**src/logic/vpm_pkg.sv**
```systemverilog
package vpm_pkg;
   // ************************************************************
   // register map (byte addresses, one aligned word each)
   // ************************************************************
   localparam int ADDR_W = 12;
   localparam logic [ADDR_W-1:0] VO_SEL_OFS = 12'h004;
   localparam logic [ADDR_W-1:0] MEM_SEL_OFS = 12'h008;
   localparam logic [31:0] VO_WMASK = 32'h007fffff;
   localparam logic [31:0] MEM_WMASK = 32'h00000fff;
   localparam logic [31:0] VO_RST = 32'h00000000;
   localparam logic [31:0] MEM_RST = 32'h00000000;

   // ************************************************************
   // field positions
   // ************************************************************
   localparam int VO_PCLK_BIT = 22;
   localparam int VO_EXTERNAL_VIDEO_CLOCK_MSB = 21;
   localparam int VO_FIELD_MSB = 19;
   localparam int VO_DISPLAY_CONTROL_SELECT_BIT = 17;
   localparam int VO_SYNC_BIT = 16;
   localparam int VO_COUT0_MSB = 15;
   localparam int MEM_BOOT_LSB = 1;
   localparam int MEM_BOOT_W = 4;
   localparam int MEM_GIO_LSB = 5;
   localparam int MEM_GIO_W = 7;

   // ************************************************************
   // pins: index i carries general io line 68+i when in io mode
   // ************************************************************
   localparam int NUM_PINS = 14;
   localparam int PIN_PCLK = 0;
   localparam int PIN_EXTERNAL_VIDEO_CLOCK = 1;
   localparam int PIN_FIELD = 2;
   localparam int PIN_DISPLAY_CONTROL_SELECT = 3;
   localparam int PIN_HSYNC = 4;
   localparam int PIN_VSYNC = 5;
   localparam int PIN_COUT0 = 6;
   localparam int NUM_COUT = 8;

   // uniform per-pin mode code
   localparam logic [1:0] MODE_GIO = 2'h0;
   localparam logic [1:0] MODE_VID = 2'h1;
   localparam logic [1:0] MODE_ALT2 = 2'h2;
   localparam logic [1:0] MODE_ALT3 = 2'h3;

   // pins whose alternate codes exist; others are reserved
   localparam logic [NUM_PINS-1:0] ALT2_OK = 14'h3fc6;
   localparam logic [NUM_PINS-1:0] ALT3_OK = 14'h0f06;
   // video function that is an input on its pin
   localparam logic [NUM_PINS-1:0] VID_INPUT = 14'h0002;
endpackage

```
**src/logic/vpm_pin_mux.sv**
```systemverilog
`timescale 1ns/1ps
// Function
// - pixel clock pin: 0 clock, 1 io 68
// - ext clock pin: io69, clock in, blue2, pulse_width_channel_3
// - field pin: io70, field, red2, pulse_width_channel_3
// - display pin: 0 enable/brightness, 1 io71
// - sync pins: 0 syncs, 1 io72/73
// - colour bit0: io74, colour, pulse_width_channel_3, reserved
// - colour bit1: io75, colour, pulse_width_channel_3, reserved
// - colour bit2: io76, colour, pwm2, real_time_output_3
// - colour bit3: io77, colour, pwm2, rto2
// - colour bit4: io78, colour, pwm2, rto1
// - colour bit5: io79, colour, pwm2, rto0
// - colour bit6: io80, colour, pwm1, reserved
// - colour bit7: io81, colour, pwm0, reserved
// - memory select resets to zero; bits 4..1 load from boot pins on the first edge after release
// - memory select: twelve bits, upper zero
// - memory single-bit selects: 1 means io
// - memory bits 4..1 load from boot pins
module vpm_pin_mux
   import vpm_pkg::*;
(
   input wire logic pclk,
   input wire logic presetn,
   input wire logic psel,
   input wire logic penable,
   input wire logic pwrite,
   input wire logic [ADDR_W-1:0] paddr,
   input wire logic [31:0] pwdata,
   input wire logic [3:0] pstrb,
   output logic [31:0] prdata,
   output logic pready,
   output logic pslverr,
   input wire logic [3:0] boot_memory_config_pins,
   output logic [11:0] memory_if_pin_select,
   output logic [MEM_GIO_W-1:0] memory_if_gio_mode,
   input wire logic [NUM_PINS-1:0] gio_out,
   input wire logic [NUM_PINS-1:0] gio_oe,
   output logic [NUM_PINS-1:0] gio_in,
   input wire logic [NUM_PINS-1:0] vid_out,
   input wire logic [NUM_PINS-1:0] vid_oe,
   input wire logic blue_bit_2,
   input wire logic red_bit_2,
   input wire logic [3:0] pwm_out,
   input wire logic [3:0] rto_out,
   output logic external_video_clock,
   input wire logic [NUM_PINS-1:0] pad_in,
   output logic [NUM_PINS-1:0] pad_out,
   output logic [NUM_PINS-1:0] pad_oe
);

   // ************************************************************
   // apb slave
   // ************************************************************
   logic [31:0] vo_sel_r;
   logic [31:0] mem_sel_r;
   logic [31:0] prdata_r;
   logic pready_r;
   logic pslverr_r;
   logic boot_loaded_r;
   logic [31:0] bmask;
   logic wr_go;
   logic hit_vo;
   logic hit_mem;

   assign bmask = {{8{pstrb[3]}}, {8{pstrb[2]}}, {8{pstrb[1]}}, {8{pstrb[0]}}};
   assign hit_vo = (paddr == VO_SEL_OFS);
   assign hit_mem = (paddr == MEM_SEL_OFS);
   assign wr_go = psel && penable && pready_r && pwrite;

   // answer prepared in setup, so access completes with no wait
   always_ff @(posedge pclk or negedge presetn) begin
      if (!presetn) begin
         pready_r <= 1'b0;
         pslverr_r <= 1'b0;
         prdata_r <= 32'h00000000;
      end else begin
         pready_r <= psel && !penable;
         pslverr_r <= psel && !penable && !hit_vo && !hit_mem;
         if (psel && !penable && !pwrite) begin
            // reserved bits are never stored, so they read zero
            prdata_r <= hit_vo ? vo_sel_r : (hit_mem ? mem_sel_r : 32'h00000000);
         end
      end
   end

   // video-out select register
   always_ff @(posedge pclk or negedge presetn) begin
      if (!presetn) begin
         vo_sel_r <= VO_RST;
      end else if (wr_go && hit_vo) begin
         vo_sel_r <= (vo_sel_r & ~(bmask & VO_WMASK)) | (pwdata & bmask & VO_WMASK);
      end
   end

   // memory select; boot straps caught on first edge after release,
   // since an async reset may only load constants
   always_ff @(posedge pclk or negedge presetn) begin
      if (!presetn) begin
         mem_sel_r <= MEM_RST;
         boot_loaded_r <= 1'b0;
      end else if (!boot_loaded_r) begin
         boot_loaded_r <= 1'b1;
         mem_sel_r[MEM_BOOT_LSB +: MEM_BOOT_W] <= boot_memory_config_pins;
      end else if (wr_go && hit_mem) begin
         mem_sel_r <= (mem_sel_r & ~(bmask & MEM_WMASK)) | (pwdata & bmask & MEM_WMASK);
      end
   end

   // memory-interface selects go out as plain levels
   always_ff @(posedge pclk or negedge presetn) begin
      if (!presetn) begin
         memory_if_pin_select <= 12'h000;
         memory_if_gio_mode <= 7'h00;
      end else begin
         memory_if_pin_select <= mem_sel_r[11:0];
         memory_if_gio_mode <= mem_sel_r[MEM_GIO_LSB +: MEM_GIO_W];
      end
   end

   assign prdata = prdata_r;
   assign pready = pready_r;
   assign pslverr = pslverr_r;

   // ************************************************************
   // per-pin mode decode
   // ************************************************************
   logic [1:0] pin_mode [NUM_PINS];
   logic [NUM_PINS-1:0] alt2_val;
   logic [NUM_PINS-1:0] alt3_val;

   // single-bit selects: 0 is the video function, 1 is io
   assign pin_mode[PIN_PCLK] = vo_sel_r[VO_PCLK_BIT] ? MODE_GIO : MODE_VID;
   assign pin_mode[PIN_EXTERNAL_VIDEO_CLOCK] = vo_sel_r[VO_EXTERNAL_VIDEO_CLOCK_MSB -: 2];
   assign pin_mode[PIN_FIELD] = vo_sel_r[VO_FIELD_MSB -: 2];
   assign pin_mode[PIN_DISPLAY_CONTROL_SELECT] = vo_sel_r[VO_DISPLAY_CONTROL_SELECT_BIT] ? MODE_GIO : MODE_VID;
   assign pin_mode[PIN_HSYNC] = vo_sel_r[VO_SYNC_BIT] ? MODE_GIO : MODE_VID;
   assign pin_mode[PIN_VSYNC] = vo_sel_r[VO_SYNC_BIT] ? MODE_GIO : MODE_VID;

   // colour-out fields already use the uniform code
   for (genvar k = 0; k < NUM_COUT; k++) begin : g_cout
      assign pin_mode[PIN_COUT0+k] = vo_sel_r[VO_COUT0_MSB-2*k -: 2];
   end

   // alternate sources per pin, pin 13 leftmost
   assign alt2_val = {pwm_out[0], pwm_out[1], {4{pwm_out[2]}}, {2{pwm_out[3]}},
                      3'h0, red_bit_2, blue_bit_2, 1'b0};
   assign alt3_val = {2'h0, rto_out[0], rto_out[1], rto_out[2], rto_out[3],
                      5'h00, pwm_out[3], pwm_out[3], 1'b0};

   // ************************************************************
   // pad drive and function inputs
   // ************************************************************
   for (genvar i = 0; i < NUM_PINS; i++) begin : g_pin
      // reserved codes leave the pin undriven rather than guessing
      always_ff @(posedge pclk or negedge presetn) begin
         if (!presetn) begin
            pad_out[i] <= 1'b0;
            pad_oe[i] <= 1'b0;
         end else begin
            unique case (pin_mode[i])
               MODE_GIO: begin
                  pad_out[i] <= gio_out[i];
                  pad_oe[i] <= gio_oe[i];
               end
               MODE_VID: begin
                  pad_out[i] <= vid_out[i] & ~VID_INPUT[i];
                  pad_oe[i] <= vid_oe[i] & ~VID_INPUT[i];
               end
               MODE_ALT2: begin
                  pad_out[i] <= alt2_val[i] & ALT2_OK[i];
                  pad_oe[i] <= ALT2_OK[i];
               end
               MODE_ALT3: begin
                  pad_out[i] <= alt3_val[i] & ALT3_OK[i];
                  pad_oe[i] <= ALT3_OK[i];
               end
            endcase
         end
      end

      // deselected io line sees a steady low
      always_ff @(posedge pclk or negedge presetn) begin
         if (!presetn) begin
            gio_in[i] <= 1'b0;
         end else begin
            gio_in[i] <= (pin_mode[i] == MODE_GIO) ? pad_in[i] : 1'b0;
         end
      end
   end

   // external clock only reaches the video back end when selected
   always_ff @(posedge pclk or negedge presetn) begin
      if (!presetn) begin
         external_video_clock <= 1'b0;
      end else begin
         external_video_clock <= (pin_mode[PIN_EXTERNAL_VIDEO_CLOCK] == MODE_VID) ?
            pad_in[PIN_EXTERNAL_VIDEO_CLOCK] : 1'b0;
      end
   end
endmodule

```
**config.mk**
```make
export PLATFORM = sky130hd
export DESIGN_NAME = vpm_pin_mux
export DESIGN_NICKNAME = d
export VERILOG_FILES = /design/src/logic/vpm_pkg.sv /design/src/logic/vpm_pin_mux.sv
export SDC_FILE = /design/constraint.sdc
export NUM_CORES = 1
export LEC_CHECK = 0
export BUFFER_PORTS_ARGS = -buffer_cell sky130_fd_sc_hd__buf_4
export CAP_MARGIN = 10
export CORE_ASPECT_RATIO = 1.5
export CORE_MARGIN = 2
export CORE_UTILIZATION = 40
export CTS_CLUSTER_SIZE = 25
export DETAILED_ROUTE_END_ITERATION = 16
export PLACE_DENSITY = 0.73
export RECOVER_POWER = 50
export SLEW_MARGIN = 20
export SYNTH_ARGS = -nofsm -noshare
export SYNTH_HDL_FRONTEND = slang
export SYNTH_SLANG_ARGS = --single-unit
```
**constraint.sdc**
```tcl
create_clock -name pclk -period 1.9 [get_ports pclk]
set_clock_uncertainty 0.2 [all_clocks]
set_input_delay 0.095 -clock pclk [delete_from_list [all_inputs] [get_ports pclk]]
set_output_delay 0.095 -clock pclk [all_outputs]
set_load 0.03 [all_outputs]
```
==> impl_metrics.yaml <==
status:
  status: "finished, final reports clean"
place:
  pre_cts_slack_ns: -0.229
  port_buffers: 211
  gp_congestion: 0.747
  dp_hpwl_mm: 8.89
clock_tree:
  worstSkewPairLatency_ns: 0.40
  cts_made_buffers: 17
  post-cts-setup-buffer-count: 0
  htreeDepth: 4
  cts_buffer_depth: 2
  ctsRootBufferMaster: "clkbuf_16"
  clkSlewWorstSetupHoldPaths_ns: 0.05
  cts_tree: "done"
  clock_sinks: 116
worst_setup_path:
  critPathArrivalTime_ns: 1.90
  cp_num_buf_inv: 1
  endpoint_kind: "register"
  required_ns: 1.98
  timing.rr.end: "pad_out[11]"
  worstPathCellList: "mux4_2 > dlygate4sd3_1"
  path_class: "register to register"
  r2r_cells: 2
  cp-start-kind: "register"
  cpLargestDelayFamily: "buffers and inverters"
  slowest_stage: "dlygate4sd3_1"
  slowest_delay_ns: 0.57
  r2r_slack_ns: 0.08
  path_max_fanout: 6
global_routing:
  grt_pass1_wl_mm: 21.9
  grt_pass1_vias: 4382
  grt_overflow: 0
  grt_use_total_pct: 23.0
  grt_max_degree: 52
  antenna_found_initial: 0
finish:
  diodes: 0
  multiInputGateArea_sq_um: 1550
  fin_util_pct: 69.8
  drive_above_1_share_pct: 44.6
  final_common_cell: "buf_4"
  nets: 801
  regArea_sq_um: 2910
  layout_common_cells: "buf_4, dfrtp_1, dlygate4sd3_1, mux2_2, nand2_1"
  area_delta_synth_final_pct: 72.1
  n_fill_cell: 820
power:
  p_int_uw: 4740
  p_clk_share_pct: 46.0
  p_sw_share_pct: 22.4
  leakagePower_uw: 0.00394
  pwr-share-comb_pct: 12.1
  p_per_area_nw_per_um2: 767
  peakVddDrop_v: 0.000605
  p_total_uw: 6100
  pwr-share-seq_pct: 42.0
  p_sw_uw: 1370
routing:
  initialDrtViolationCount: 153
  drc: 0
  num_vias: 3948
  wl_mm: 13.9
  antenna_left: 0
  drt_first_pass_iters: 4
  vias_per_cell: 4.80
  wire_per_inst_microns: 16.9
synth:
  synthesis.area_sq_um: 4620
  synth_cell_types: 45
  synth.avg_cell_area_sq_um: 13.8
  synthFlopType: "dfrtp_1"
  postSynthCellCount: 335
  synth_seq_cells: 116
  async_flop_share_pct: 100
  ys_warn_count: 0
  yosysSeqAreaShare_pct: 62.8
  synth-edff-count: 0
floorplan:
  io_pins: 233
  core_sq_um: 11400
  start_util_pct: 40.5
  die_w_microns: 91.8
  die_height_microns: 136
  die_area_sq_um: 12500
  rows: 48
timing:
  slew_violations: 0
  worstMarginPinSlew_ns: 0.910
  hold_viol: 0
  clock.fmax_mhz: 549
  fin_tns_setup_ns: 0
  finalSetupViolCount: 0
  slew_headroom_pct: 39.3
  rsz0062_at_grt: "false"
  fin_crit_sh_pct: 95.9
  fin_ws_ns: 0.0781
  fin_crit_ns: 1.82
min_path:
  hold_depth: 4
  min-delay-start: "pstrb[2]"
  hold_path_class: "primary input to register"
run:
  drv_cap: 0
[layout make-up]
| cell class | instances | share of cell area [%] |
|---|---|---|
| Tap cell | 150 | 2.36 |
| Inverter | 1 | 0.0472 |
| Sequential cell | 116 | 36.5 |
| Clock buffer | 23 | 6.26 |
| Multi-Input combinational cell | 194 | 19.5 |
| Clock inverter | 5 | 0.346 |
| Timing Repair Buffer | 334 | 34.9 |
[metrics by stage]
stage	std cells	hold slack, ns	instance area, sq um
floorplan	343	-0.401	4660
global placement	690	-0.121	6440
detailed placement	690	-0.113	6440
CTS	823	0.00601	8020
global route	823	0.0521	7960
finish	823	0.0553	7960
[power groups by stage]
| stage | logic (uW) | clock network (uW) | registers (uW) |
|---|---|---|---|
| 4_1_cts | 746 | 2870 | 2560 |
| 3_5_place_dp | 574 | 0 | 2600 |
| 5_1_grt | 787 | 2980 | 2570 |
| 6_report | 737 | 2810 | 2560 |
| 3_3_place_gp | 563 | 0 | 2600 |
| 2_1_floorplan | 116 | 0 | 2700 |
[worst max-delay path by stage]
stage                              to  slack (ns)  cells past startpoint
after floorplan              register       -0.02                      5
after global placement       register       -0.22                      6
after detailed placement     register       -0.23                      6
after CTS                  pad_out[8]        0.02                      2
after global routing      pad_out[11]        0.03                      2
final                     pad_out[11]        0.08                      2
[cells by family (layout without fill, tap and decap cells)]
logic type,Yosys count,count (layout),share of synthesized area [%]
flops,116,116,62.8
simple gates,87,87,11.7
mux,49,49,13.4
compound gates,47,47,7.44
buf+inv,33,363,4.41
other cells,2,10,0.162
xor+xnor,1,1,0.189
[Yosys cell counts, types with 2 or more instances]
master	count	area (sq um)
o21ai_0	5	25.0
buf_2	4	20.0
dfrtp_1	116	2900
nor2b_1	6	37.5
a22o_1	12	105
conb_1	2	7.51
o22ai_1	3	18.8
mux2_4	4	60.1
mux2i_1	4	40.0
buf_4	18	135
and3_1	3	18.8
mux4_2	5	113
nand3_1	5	25.0
nor3_1	4	20.0
nor4_2	2	25.0
or4b_1	2	20.0
and2_1	4	25.0
a22oi_1	12	90.1
nor2_1	5	18.8
clkbuf_1	9	33.8
nor3b_1	11	82.6
a31oi_1	4	25.0
mux2_2	33	372
a211o_1	5	43.8
nand2_1	29	109
nand2b_1	4	25.0
mux2_1	3	33.8
a21oi_1	4	20.0
[tightest hold or removal path, cell delays in order]
cell and delay [ns]:
buf_4 0.08, and3_1 0.19, buf_12 0.13, mux2_1 0.13
[what timing repair did]
item / 4_1_cts / 5_1_grt
endpoints found under the setup margin: 0 / 9
hold endpoints to repair: 198 / 0
resized for setup: 0 / 6
hold buffers: 105 / 0
[metal layers]
layer / vias to the layer above / GRT usage (%) / share of wire, %
met1: 1939 / 24.1 / 36
met2: 163 / 42.6 / 56
met5: - / 0 / 0
met4: 0 / 8.46 / 1.9
met3: 23 / 7.46 / 5.9
li1: 1823 / - / -
Power figures use the tool's default switching activity.
